`src/inc/ldc_pkg.sv`:
```
// constants and helpers shared by the per-unit configuration register bank
package ldc_pkg;

  localparam int NUM_UNITS = 8;

  // per-unit register indices
  localparam logic [7:0] ACT_IDX         = 8'h30;
  localparam logic [7:0] BASE_PRI_HI_IDX = 8'h60;
  localparam logic [7:0] BASE_PRI_LO_IDX = 8'h61;
  localparam logic [7:0] BASE_SEC_HI_IDX = 8'h62;
  localparam logic [7:0] BASE_SEC_LO_IDX = 8'h63;
  localparam logic [7:0] IRQ_PRI_IDX     = 8'h70;
  localparam logic [7:0] IRQ_SEC_IDX     = 8'h72;
  localparam logic [7:0] DMA_SEL_IDX     = 8'h74;

  // field positions
  localparam int ACT_BIT = 0;

  // logical unit numbers
  localparam logic [2:0] FLOPPY_UNIT   = 3'h0;
  localparam logic [2:0] PARALLEL_UNIT = 3'h3;
  localparam logic [2:0] SERIAL1_UNIT  = 3'h4;
  localparam logic [2:0] SERIAL2_UNIT  = 3'h5;
  localparam logic [2:0] KEYBOARD_UNIT = 3'h7;

  // values after reset
  localparam logic [7:0]  ACT_RST        = 8'h00;
  localparam logic [15:0] BASE_RST       = 16'h0000;
  localparam logic [7:0]  IRQ_PRI_RST_U0 = 8'h06;
  localparam logic [7:0]  IRQ_PRI_RST    = 8'h00;
  localparam logic [7:0]  IRQ_SEC_RST    = 8'h00;
  localparam logic [7:0]  DMA_RST_FLOPPY = 8'h02;
  localparam logic [7:0]  DMA_RST_PAR    = 8'h04;
  localparam logic [7:0]  DMA_RST_NONE   = 8'h00;
  localparam logic        IRQ_EDGE_RST   = 1'b1;
  localparam logic        IRQ_HIGH_RST   = 1'b1;

  // permitted base ranges
  localparam logic [15:0] BASE_LOW_LIMIT  = 16'h0100;
  localparam logic [15:0] BASE_HIGH_8B    = 16'h0FF8;
  localparam logic [15:0] BASE_HIGH_4B    = 16'h0FFC;

  // units that use the second base pair (none among units 0 to 7)
  localparam logic [7:0] SEC_BASE_MASK = 8'h00;

  function automatic logic unitUsesBase(input logic [2:0] unit);
    return (unit == FLOPPY_UNIT) || (unit == PARALLEL_UNIT) ||
           (unit == SERIAL1_UNIT) || (unit == SERIAL2_UNIT);
  endfunction : unitUsesBase

  function automatic logic unitUsesDma(input logic [2:0] unit);
    return (unit == FLOPPY_UNIT) || (unit == PARALLEL_UNIT);
  endfunction : unitUsesDma

  function automatic logic [7:0] irqPriReset(input logic [2:0] unit);
    return (unit == FLOPPY_UNIT) ? IRQ_PRI_RST_U0 : IRQ_PRI_RST;
  endfunction : irqPriReset

  function automatic logic [7:0] dmaReset(input logic [2:0] unit);
    if (unit == FLOPPY_UNIT) begin
      return DMA_RST_FLOPPY;
    end
    if (unit == PARALLEL_UNIT) begin
      return DMA_RST_PAR;
    end
    return DMA_RST_NONE;
  endfunction : dmaReset

endpackage : ldc_pkg

```
`src/ldc_config_bank.sv`:
```
// per-unit configuration register bank behind the index and data ports
//
// Summary of operation
// - eight banks, unit selector picks one
// - index port selects, data port accesses
// - access only in configuration state
// - activate bit 0 sets unit active
// - 0x31 to 0x5F ignore writes, read zero
// - 0x60 high, 0x61 low primary base
// - second base at 0x62 and 0x63
// - unused base registers ignore, read zero
// - primary interrupt select in every bank
// - second interrupt select only keyboard bank
// - interrupts reset to edge, active high
// - unimplemented locations ignore writes, read zero
// - dma select floppy, parallel; 0x75 zero
// - dma select resets to unit default
// - 0xE0 to 0xFF reserved
// - unit on follows linked activate/power bits; a same-cycle data write to the bank drops a power write
// - base outside range makes accesses invalid
// - unit 0 interrupt select resets 0x06
// - dma reset 0x02 floppy, 0x04 parallel
`timescale 1ns/1ps
module ldc_config_bank (
  input  wire logic                 ref_clk,
  input  wire logic                 rstn,
  input  wire logic                 softRst,
  input  wire logic                 cfgMode,
  input  wire logic                 idxWr,
  input  wire logic                 dataWr,
  input  wire logic                 dataRd,
  input  wire logic [7:0]           hostData,
  input  wire logic [2:0]           unitSel,
  input  wire logic                 pwrCtrlWr,
  input  wire logic [2:0]           pwrCtrlUnit,
  input  wire logic                 pwrCtrlVal,
  output logic [7:0]                rdData,
  output logic                      rdValid,
  output logic [ldc_pkg::NUM_UNITS-1:0]       unitOn,
  output logic [ldc_pkg::NUM_UNITS-1:0]       ioDecodeOk,
  output logic [ldc_pkg::NUM_UNITS-1:0][15:0] ioBasePri,
  output logic [ldc_pkg::NUM_UNITS-1:0][15:0] ioBaseSec,
  output logic [ldc_pkg::NUM_UNITS-1:0][7:0]  irqSelPri,
  output logic [ldc_pkg::NUM_UNITS-1:0][7:0]  irqSelSec,
  output logic [ldc_pkg::NUM_UNITS-1:0][7:0]  dmaSel,
  output logic [ldc_pkg::NUM_UNITS-1:0]       irqEdgeMode,
  output logic [ldc_pkg::NUM_UNITS-1:0]       irqActHigh
);
  import ldc_pkg::*;

  // base address check against the unit's window and alignment
  function automatic logic baseInRange(input logic [2:0] unit, input logic [15:0] base);
    logic inWin8;
    logic inWin4;
    inWin8 = (base >= BASE_LOW_LIMIT) && (base <= BASE_HIGH_8B) && (base[2:0] == 3'h0);
    inWin4 = (base >= BASE_LOW_LIMIT) && (base <= BASE_HIGH_4B) && (base[1:0] == 2'h0);
    case (unit)
      FLOPPY_UNIT, SERIAL1_UNIT, SERIAL2_UNIT: return inWin8;
      PARALLEL_UNIT:                           return inWin4;
      // fixed decode, not relocatable
      KEYBOARD_UNIT:                           return 1'b1;
      default:                                 return 1'b0;
    endcase
  endfunction : baseInRange

  //////////////////////////////////////////////////////////////////////////////
  logic [7:0] idx_ff;
  logic [7:0] nxt_idx;
  logic [7:0] rdData_ff;
  logic [7:0] nxt_rdData;
  logic       rdValid_ff;
  logic       nxt_rdValid;
  logic [NUM_UNITS-1:0] decOk_ff;
  logic [NUM_UNITS-1:0] nxt_decOk;
  logic [NUM_UNITS-1:0] irqEdge_ff;
  logic [NUM_UNITS-1:0] irqHigh_ff;

  logic                       cfgWr;
  logic                       cfgRd;
  logic [NUM_UNITS-1:0]       bankWr;
  logic [NUM_UNITS-1:0]       bankPwr;
  logic [NUM_UNITS-1:0][7:0]  bankRd;
  logic [NUM_UNITS-1:0]       act;
  logic [NUM_UNITS-1:0][15:0] basePri;
  logic [NUM_UNITS-1:0][15:0] baseSec;
  logic [NUM_UNITS-1:0][7:0]  irqPri;
  logic [NUM_UNITS-1:0][7:0]  irqSec;
  logic [NUM_UNITS-1:0][7:0]  dma;

  //////////////////////////////////////////////////////////////////////////////
  // ports dead outside configuration state
  assign cfgWr = cfgMode && dataWr;
  assign cfgRd = cfgMode && dataRd;

  always_comb begin
    nxt_idx = idx_ff;
    if (cfgMode && idxWr) begin
      nxt_idx = hostData;
    end
  end

  //////////////////////////////////////////////////////////////////////////////
  // one bank per unit, steered by selector
  genvar u;
  generate
    for (u = 0; u < NUM_UNITS; u++) begin : g_unit
      assign bankWr[u]  = cfgWr && (unitSel == 3'(u));
      assign bankPwr[u] = pwrCtrlWr && (pwrCtrlUnit == 3'(u));

      ldc_unit_bank #(
        .UNIT (3'(u))
      ) u_bank (
        .ref_clk    (ref_clk),
        .rstn       (rstn),
        .softRst    (softRst),
        .wrEn       (bankWr[u]),
        .wrIdx      (idx_ff),
        .wrData     (hostData),
        .pwrWr      (bankPwr[u]),
        .pwrVal     (pwrCtrlVal),
        .rdIdx      (idx_ff),
        .rdByte     (bankRd[u]),
        .act_ff     (act[u]),
        .basePri_ff (basePri[u]),
        .baseSec_ff (baseSec[u]),
        .irqPri_ff  (irqPri[u]),
        .irqSec_ff  (irqSec[u]),
        .dma_ff     (dma[u])
      );
    end
  endgenerate

  //////////////////////////////////////////////////////////////////////////////
  always_comb begin
    nxt_rdData  = rdData_ff;
    nxt_rdValid = 1'b0;
    // read the indexed register of selected bank
    if (cfgRd) begin
      nxt_rdData  = bankRd[unitSel];
      nxt_rdValid = 1'b1;
    end
    // decode only when on and in range
    for (int i = 0; i < NUM_UNITS; i++) begin
      nxt_decOk[i] = act[i] && baseInRange(3'(i), basePri[i]);
    end
  end

  //////////////////////////////////////////////////////////////////////////////
  always_ff @(posedge ref_clk) begin
    if (!rstn) begin
      idx_ff     <= 8'h00;
      rdData_ff  <= 8'h00;
      rdValid_ff <= 1'b0;
      decOk_ff   <= '0;
      irqEdge_ff <= {NUM_UNITS{IRQ_EDGE_RST}};
      irqHigh_ff <= {NUM_UNITS{IRQ_HIGH_RST}};
    end else begin
      idx_ff     <= nxt_idx;
      rdData_ff  <= nxt_rdData;
      rdValid_ff <= nxt_rdValid;
      decOk_ff   <= nxt_decOk;
      irqEdge_ff <= irqEdge_ff;
      irqHigh_ff <= irqHigh_ff;
    end
  end

  //////////////////////////////////////////////////////////////////////////////
  assign rdData      = rdData_ff;
  assign rdValid     = rdValid_ff;
  assign unitOn      = act;
  assign ioDecodeOk  = decOk_ff;
  assign ioBasePri   = basePri;
  assign ioBaseSec   = baseSec;
  assign irqSelPri   = irqPri;
  assign irqSelSec   = irqSec;
  assign dmaSel      = dma;
  assign irqEdgeMode = irqEdge_ff;
  assign irqActHigh  = irqHigh_ff;

endmodule : ldc_config_bank

```
`src/ldc_unit_bank.sv`:
```
// one logical unit's configuration registers
`timescale 1ns/1ps
module ldc_unit_bank #(
  parameter logic [2:0] UNIT = 3'h0
) (
  input  wire logic        ref_clk,
  input  wire logic        rstn,
  input  wire logic        softRst,
  input  wire logic        wrEn,
  input  wire logic [7:0]  wrIdx,
  input  wire logic [7:0]  wrData,
  input  wire logic        pwrWr,
  input  wire logic        pwrVal,
  input  wire logic [7:0]  rdIdx,
  output logic [7:0]       rdByte,
  output logic             act_ff,
  output logic [15:0]      basePri_ff,
  output logic [15:0]      baseSec_ff,
  output logic [7:0]       irqPri_ff,
  output logic [7:0]       irqSec_ff,
  output logic [7:0]       dma_ff
);
  import ldc_pkg::*;

  localparam logic HAS_BASE = unitUsesBase(UNIT);
  localparam logic HAS_SEC  = SEC_BASE_MASK[UNIT];
  localparam logic HAS_IRQ2 = (UNIT == KEYBOARD_UNIT);
  localparam logic HAS_DMA  = unitUsesDma(UNIT);

  logic        nxt_act;
  logic [15:0] nxt_basePri;
  logic [15:0] nxt_baseSec;
  logic [7:0]  nxt_irqPri;
  logic [7:0]  nxt_irqSec;
  logic [7:0]  nxt_dma;

  //////////////////////////////////////////////////////////////////////////////
  always_comb begin
    nxt_act     = act_ff;
    nxt_basePri = basePri_ff;
    nxt_baseSec = baseSec_ff;
    nxt_irqPri  = irqPri_ff;
    nxt_irqSec  = irqSec_ff;
    nxt_dma     = dma_ff;
    if (softRst) begin
      nxt_act     = ACT_RST[ACT_BIT];
      nxt_basePri = BASE_RST;
      nxt_baseSec = BASE_RST;
      nxt_irqPri  = irqPriReset(UNIT);
      nxt_irqSec  = IRQ_SEC_RST;
      nxt_dma     = dmaReset(UNIT);
    end else if (wrEn) begin
      case (wrIdx)
        ACT_IDX: begin
          nxt_act = wrData[ACT_BIT];
        end
        BASE_PRI_HI_IDX: begin
          if (HAS_BASE) nxt_basePri[15:8] = wrData;
        end
        BASE_PRI_LO_IDX: begin
          if (HAS_BASE) nxt_basePri[7:0] = wrData;
        end
        BASE_SEC_HI_IDX: begin
          if (HAS_SEC) nxt_baseSec[15:8] = wrData;
        end
        BASE_SEC_LO_IDX: begin
          if (HAS_SEC) nxt_baseSec[7:0] = wrData;
        end
        IRQ_PRI_IDX: begin
          nxt_irqPri = wrData;
        end
        IRQ_SEC_IDX: begin
          if (HAS_IRQ2) nxt_irqSec = wrData;
        end
        DMA_SEL_IDX: begin
          if (HAS_DMA) nxt_dma = wrData;
        end
        default: begin
        end
      endcase
    end else if (pwrWr) begin
      nxt_act = pwrVal;
    end
  end

  //////////////////////////////////////////////////////////////////////////////
  always_ff @(posedge ref_clk) begin
    if (!rstn) begin
      act_ff     <= ACT_RST[ACT_BIT];
      basePri_ff <= BASE_RST;
      baseSec_ff <= BASE_RST;
      irqPri_ff  <= irqPriReset(UNIT);
      irqSec_ff  <= IRQ_SEC_RST;
      dma_ff     <= dmaReset(UNIT);
    end else begin
      act_ff     <= nxt_act;
      basePri_ff <= nxt_basePri;
      baseSec_ff <= nxt_baseSec;
      irqPri_ff  <= nxt_irqPri;
      irqSec_ff  <= nxt_irqSec;
      dma_ff     <= nxt_dma;
    end
  end

  //////////////////////////////////////////////////////////////////////////////
  // unlisted locations read zero
  always_comb begin
    rdByte = 8'h00;
    case (rdIdx)
      ACT_IDX:         rdByte = {7'h00, act_ff};
      BASE_PRI_HI_IDX: rdByte = basePri_ff[15:8];
      BASE_PRI_LO_IDX: rdByte = basePri_ff[7:0];
      BASE_SEC_HI_IDX: rdByte = baseSec_ff[15:8];
      BASE_SEC_LO_IDX: rdByte = baseSec_ff[7:0];
      IRQ_PRI_IDX:     rdByte = irqPri_ff;
      IRQ_SEC_IDX:     rdByte = irqSec_ff;
      DMA_SEL_IDX:     rdByte = dma_ff;
      default:         rdByte = 8'h00;
    endcase
  end

endmodule : ldc_unit_bank

```
`config.mk`:
```
export PLATFORM = sky130hd
export DESIGN_NAME = ldc_config_bank
export DESIGN_NICKNAME = d
export VERILOG_FILES = /design/src/inc/ldc_pkg.sv /design/src/ldc_config_bank.sv /design/src/ldc_unit_bank.sv
export SDC_FILE = /design/constraint.sdc
export NUM_CORES = 1
export LEC_CHECK = 0
export ABC_AREA = 0
export ABC_CLOCK_PERIOD_IN_PS = 5300
export BUFFER_PORTS_ARGS = -buffer_cell sky130_fd_sc_hd__clkbuf_2
export CAP_MARGIN = 10
export CORE_MARGIN = 10
export CORE_UTILIZATION = 40
export DETAILED_ROUTE_END_ITERATION = 10
export PLACE_DENSITY_LB_ADDON = 0.25
export RECOVER_POWER = 100
export SETUP_SLACK_MARGIN = 0.05
export SYNTH_ARGS = -nofsm -noshare
export SYNTH_HDL_FRONTEND = slang
export SYNTH_HIERARCHICAL = 1
export SYNTH_SLANG_ARGS = --single-unit
```
`constraint.sdc`:
```
create_clock -name ref_clk -period 5.3 [get_ports ref_clk]
set_clock_uncertainty 0.05 [all_clocks]
set_input_delay 1.06 -clock ref_clk [delete_from_list [all_inputs] [get_ports ref_clk]]
set_output_delay 1.06 -clock ref_clk [all_outputs]
set_load 0.02 [all_outputs]
```
==> flow_metrics.env, run 1 <==
export IMPL_end_kind="register"
export IMPL_cts_sinks=182
export IMPL_hold_violations=0
export IMPL_async_flop_share=0
export IMPL_min_period_over_period=0.755
export IMPL_ctsHoldBuffers=0
export IMPL_synth_top_area_share=0.283
export IMPL_rows=65
export IMPL_layout_nets=1655
export IMPL_power_density_nw_per_um2=248
export IMPL_clock_latency_ns=0.45
export IMPL_yosys_top_cells_area="dfxtp_1 28%, buf_4 18%, mux2i_1 9.5%, nand4_1 4.9%, o31ai_1 4.8%"
export IMPL_postCtsResizedCells=0
export IMPL_period_minus_slack_ns=4.00
export IMPL_arrival_ns=4.32
export IMPL_synthAdderAreaFrac=0
export IMPL_h_tree_depth=4
export IMPL_worst_slew_pin_slew_ns=2.08
export IMPL_vias_per_cell=5.43
export IMPL_yosys_area_share_simple=0.220
export IMPL_cp_start_kind="input port"
export IMPL_finalSetupViolations=0
export IMPL_avgSynthCellArea_um2=8.51
export IMPL_worstSetupPathType="input port to register"
export IMPL_cp_required_ns=5.62
export IMPL_synth_edf_count=0
export IMPL_pre_cts_ws_ns=1.69
export IMPL_setup_ws_ns=1.30
export IMPL_final_cell_mix="315 x conb_1, 181 x clkbuf_1, 179 x dfxtp_1"
export IMPL_syn_to_final_growth_pct=0.961
export IMPL_ant_nets=0
export IMPL_cts_tree="done"
export IMPL_avgRoutedWirePerCell_um=22.6
export IMPL_start_util=0.407
export IMPL_multiInputGateArea_um2=7220
export IMPL_finalInstanceArea_um2=13000
export IMPL_synth_mux_area_frac=0.0992
export IMPL_p_leak_uw=0.00479
export IMPL_io_pins=512
export IMPL_die_height_um=199
export IMPL_layout_commonest_cell="conb_1"
export IMPL_crit_reg2reg_launch="idx_ff[1]"
export IMPL_grt_pass1_wl_mm=66.2
export IMPL_insertedDiodeCount=0
export IMPL_synth_seq_cells=182
export IMPL_postCtsSetupBuffers=0
export IMPL_critPathLaunch="unitSel[1]"
export IMPL_postRouteWirelength_mm=46.2
export IMPL_max_freq_mhz=250
export IMPL_nFillCells=3282
export IMPL_netlist_instances=1513
export IMPL_cts_root_buf="clkbuf_16"
export IMPL_hold_class="register to register"
export IMPL_die_area_um2=39800
export IMPL_path_max_fanout=20
export IMPL_grt_ovfl_total=0
export IMPL_synthXorXnorAreaFrac=0
export IMPL_antenna_found_initial=0
export IMPL_dpl_instance_area_um2=12600
export IMPL_place_inst=2013
export IMPL_ys_flop_type="dfxtp_1"
export IMPL_seqCellArea_um2=3650
export IMPL_coreArea_um2=31600
export IMPL_hp_start="g_unit[7].u_bank/irqPri_ff[7]"
export IMPL_synth_compound_area_share=0.148
export IMPL_synth_top_area_cell="dfxtp_1"
export IMPL_ir_drop_uv=224
export IMPL_final_max_slew_viol_count=34
export IMPL_grt_max_degree=51
export IMPL_synth_seq_area_share=0.283
export IMPL_ys_types=66
export IMPL_syn_cell_area_um2=12900
export IMPL_yosys_warnings=6
export IMPL_grt_pass1_vias=10700
export IMPL_via_count=11100
export IMPL_drcViolationCount=0
export IMPL_dpl_hpwl_mm=33.4
export IMPL_fin_setup_tns_ns=0
export IMPL_cts_buffers=17
export IMPL_violations="max-capacitance violations, max-slew violations"
export IMPL_place_congestion=0.908
export IMPL_final_cells=2047
export IMPL_maxCapViolations=1
export IMPL_drt_iter0_markers=1166
export IMPL_grt_usage=0.213
export IMPL_synth_top_family_by_area="buffers and inverters"
export IMPL_portBuffers=196
export IMPL_rsz0062_at_grt="false"
export IMPL_clk_pin_slew_worst_paths_ns=0.07
export IMPL_cts_buffer_depth=2
export IMPL_die_width_um=199
export IMPL_status="finished with violations"
export IMPL_timing_slew_headroom=-0.389
export IMPL_drt_pass1_iterations=7
export IMPL_drive_gt1_frac=0.0681
cell type report:
class,instances,area share
Multi-Input combinational cell,1175,0.555
Sequential cell,182,0.280
Timing Repair Buffer,213,0.0677
Tap cell,402,0.0387
Clock buffer,19,0.0341
Inverter,43,0.0124
Clock inverter,13,0.0114
registers in the layout, summed over array words and instances (netlist names):
signal                    flops
ioDecodeOk                    5
g_unit.u_bank/dma_ff         16
rdValid                       1
g_unit.u_bank/irqPri_ff      64
g_unit.u_bank/basePri_ff     64
g_unit.u_bank/act_ff          8
idx_ff                        8
rdData                        8
g_unit.u_bank/irqSec_ff       8
routing by layer:
metal / GRT usage / wire length (um)
met1: 0.268 / 19000
met2: 0.356 / 22100
met3: 0.0375 / 3980
met4: 0.0841 / 1180
met5: 0 / 0
cells by family (layout without fill, tap and decap cells):
kind of cell	count (synthesis)	count (layout)
multiplexers	127	127
other	10	315
AND/OR/NAND/NOR	455	455
AO/OA/AOI/OAI	278	278
buffers and inverters	461	288
flip-flops	182	182
cells in the mapped netlist, drive strengths merged (17+ instances only):
cell,count
nor2,39
a21oi,94
nor2b,19
and2,25
nor4,24
o31ai,85
nor3,23
a22oi,23
mux2i,122
nand4,102
nand2,110
clkbuf,59
dfxtp,182
buf,356
nor4b,17
inv,39
power by group:
group	switching, uW	internal, uW
clock network	643	687
registers	19.6	1370
logic	424	71.2
total	1090	2130
critical path, stage by stage:
cell	delay [ns]
clkbuf_1	0.92
clkbuf_1	1.03
nor3_1	0.27
nand4bb_1	0.28
or3_1	0.49
mux2i_1	0.25
through the flow:
step                 util  total power, uW  hold WS [ns]
floorplan               -             1980         0.409
global placement    0.399             1900         0.413
detailed placement  0.399             1900         0.416
CTS                 0.418             3220         0.427
global route        0.411             3310         0.443
finish              0.411             3220         0.429
worst paths after layout:
| kind | slack [ns] | end | depth (start not counted) |
|---|---|---|---|
| max | 1.30 | g_unit[4].u_bank/basePri_ff[14] | 6 |
| min | 0.43 | g_unit[7].u_bank/irqPri_ff[7] | 2 |
| max reg2reg | 1.90 | rdData[3] | 8 |
| min reg2reg | 0.43 | g_unit[7].u_bank/irqPri_ff[7] | 2 |
(Power assumes the default switching activity.)
==> run 2: changes to the inputs <==
ABC_AREA = 1   (was 0)
ABC_CLOCK_PERIOD_IN_PS = 3540   (was 5300)
clock period = 3.54 ns   (was 5.3 ns; I/O delays follow)
==> run 2 against run 1 <==
Net effect: the run now ends clean; critical path depth is 3 higher; highest routed layer is now met5; synthesized cell count up 39%; non-clock buffer count increased by 4; wire length up 5.1%.
==> flow_metrics.env, run 2 <==
export IMPL_io_pins=512
export IMPL_grt_ovfl_total=0
export IMPL_cts_buffer_depth=2
export IMPL_avgRoutedWirePerCell_um=17.8
export IMPL_ir_drop_uv=356
export IMPL_syn_to_final_growth_pct=1.76
export IMPL_rows=67
export IMPL_max_freq_mhz=344
export IMPL_top_regs="g_unit.u_bank/basePri_ff x64, g_unit.u_bank/irqPri_ff x64, g_unit.u_bank/dma_ff x16"
export IMPL_status="completed"
export IMPL_drcViolationCount=0
export IMPL_grt_usage=0.215
export IMPL_vias_per_cell=4.68
export IMPL_start_util=0.408
export IMPL_hold_violations=0
export IMPL_final_cell_mix="423 x nand2_1, 349 x nor2_1, 315 x conb_1"
export IMPL_synth_edf_count=0
export IMPL_place_congestion=0.909
export IMPL_coreArea_um2=33800
export IMPL_max_stage_delay_ns=0.62
export IMPL_path_common_cell="nor2_1"
export IMPL_drt_pass1_iterations=6
export IMPL_clock_latency_ns=0.45
export IMPL_grt_pass1_wl_mm=71.0
export IMPL_timing_slew_headroom=0.0676
export IMPL_critPathLaunch="unitSel[0]"
export IMPL_hold_class="register to register"
export IMPL_power_density_nw_per_um2=348
export IMPL_r2r_cells=11
export IMPL_finalInstanceArea_um2=14000
export IMPL_via_count=12800
export IMPL_final_max_slew_viol_count=0
export IMPL_synth_most_common_cell="nand2_1"
export IMPL_antenna_found_initial=3
export IMPL_yosys_top_cells_area="dfxtp_1 26%, buf_4 18%, nand2_1 11%, nand3_1 9.9%, nor2_1 9.4%"
export IMPL_crit_reg2reg_launch="idx_ff[7]"
export IMPL_cp_start_kind="input port"
export IMPL_rsz0062_at_grt="false"
export IMPL_postCtsSetupBuffers=0
export IMPL_whs_endpoint="g_unit[1].u_bank/irqPri_ff[5]"
export IMPL_synth_seq_cells=182
export IMPL_grt_max_degree=34
export IMPL_timing_rr_end="rdData[7]"
export IMPL_finalSetupViolations=0
export IMPL_drive_gt1_frac=0.106
export IMPL_ctsHoldBuffers=0
export IMPL_h_tree_depth=4
export IMPL_p_leak_uw=0.00643
export IMPL_die_height_um=206
export IMPL_min_period_over_period=0.822
export IMPL_grt_pass1_vias=11900
export IMPL_path_max_fanout=28
export IMPL_portBuffers=196
export IMPL_cts_root_buf="clkbuf_16"
export IMPL_maxCapViolations=0
export IMPL_postRouteWirelength_mm=48.6
export IMPL_netlist_instances=2100
export IMPL_cts_tree="done"
export IMPL_ys_types=39
export IMPL_nFillCells=3747
export IMPL_end_kind="register"
export IMPL_async_flop_share=0
export IMPL_hp_start="g_unit[1].u_bank/irqPri_ff[5]"
export IMPL_layout_commonest_cell="nand2_1"
export IMPL_r2r_slack_ns=0.84
export IMPL_synth_seq_area_share=0.264
export IMPL_yosys_warnings=6
export IMPL_crit_slowest_cell="nor2_1"
export IMPL_die_area_um2=42300
export IMPL_synth_top_area_share=0.264
export IMPL_cp_required_ns=3.88
export IMPL_die_width_um=206
export IMPL_final_cells=2729
export IMPL_fin_setup_tns_ns=0
export IMPL_ant_nets=0
export IMPL_layout_nets=2289
export IMPL_avgSynthCellArea_um2=6.57
export IMPL_synth_top_area_cell="dfxtp_1"
export IMPL_period_minus_slack_ns=2.91
export IMPL_drt_iter0_markers=1049
export IMPL_dpl_instance_area_um2=13700
export IMPL_ys_flop_type="dfxtp_1"
export IMPL_arrival_ns=3.25
export IMPL_cp_top_family="simple AND/OR/NAND/NOR gates"
export IMPL_pre_cts_ws_ns=0.668
export IMPL_crit_path_cell_trace="clkbuf_1, inv_8, nand2_1, nor2_1, inv_2, nor2_1, and2_0, nor2_1, nor2_2"
export IMPL_postCtsResizedCells=0
export IMPL_hold_depth=2
export IMPL_ys_top_cells_by_count="422 x nand2_1, 345 x nor2_1, 329 x buf_4"
export IMPL_worstSetupPathType="input port to register"
export IMPL_worst_slew_pin_slew_ns=1.40
export IMPL_syn_cell_area_um2=13800
export IMPL_cts_buffers=17
export IMPL_place_inst=2695
export IMPL_setup_ws_ns=0.631
export IMPL_dpl_hpwl_mm=37.2
export IMPL_critPathBufInv=3
export IMPL_cts_sinks=182
export IMPL_clk_pin_slew_worst_paths_ns=0.07
==> run 2: cell types whose count changed in the layout (fill, tap and decap cells not counted), moves of 24 or more <==
cell     change
o21ai_0     +24
nand3_1    +257
mux2i_1    -122
inv_1      +151
nand2_1    +313
nor2_2      +56
nand4_1     -80
a21oi_1     -59
o31ai_1     -79
a21oi_2     +27
nor2_1     +310
==> run 2: logic make-up after synthesis <==
| kind of cell | count (synthesis) | share of synthesized area |
|---|---|---|
| buf+inv | 593 | 0.274 |
| compound gates | 106 | 0.0478 |
| flops | 182 | 0.264 |
| other cells | 10 | 0.00272 |
| simple gates | 1209 | 0.411 |
==> run 2: how the worst max path moves through the flow <==
stage / endpoint / slack (ns) / depth (start not counted)
after floorplan: g_unit[0].u_bank/irqPri_ff[0] / 1.36 / 11
after global placement: g_unit[0].u_bank/irqPri_ff[6] / 0.77 / 10
after detailed placement: g_unit[0].u_bank/irqPri_ff[5] / 0.67 / 10
after CTS: rdData[3] / 1.06 / 11
after global routing: g_unit[0].u_bank/basePri_ff[10] / 0.45 / 9
final: g_unit[0].u_bank/basePri_ff[10] / 0.63 / 9
==> run 2: worst reg2reg max path, stage by stage (launching register included) <==
cell	delay, ns
dfxtp_1	0.59
inv_1	0.18
nand2_1	0.09
nor2_1	0.74
nand3_1	0.17
nand4_1	0.19
nand2_1	0.08
nand2_1	0.12
nand2_1	0.10
nand3_1	0.15
nand2_1	0.07
a21oi_1	0.11
==> run 2: layer usage <==
layer,global-route usage,part of all wire
met5,0,0.00027
met4,0.0848,0.029
met3,0.0476,0.090
met2,0.373,0.49
met1,0.253,0.39
==> run 2: area by class of cell <==
| type | count | area, um2 | area share |
|---|---|---|---|
| repair buffers | 217 | 910 | 0.0648 |
| diodes | 2 | 5.00 | 0.000357 |
| clock buffers | 23 | 498 | 0.0355 |
| well taps | 448 | 561 | 0.0399 |
| clock inverters | 9 | 90.1 | 0.00642 |
| flip-flops and latches | 182 | 3640 | 0.260 |
| inverters | 218 | 850 | 0.0605 |
| multi-input cells | 1630 | 7480 | 0.533 |
==> run 2: power by group <==
group | internal [uW] | switching, uW
registers | 2060 | 37.9
clock network | 1070 | 871
logic | 129 | 718
==> run 2: stage by stage <==
step	total power (uW)	util	hold WS, ns
floorplan	3070	-	0.380
global placement	2960	0.406	0.443
detailed placement	2970	0.406	0.450
CTS	4900	0.423	0.460
global route	5070	0.415	0.477
finish	4880	0.415	0.456
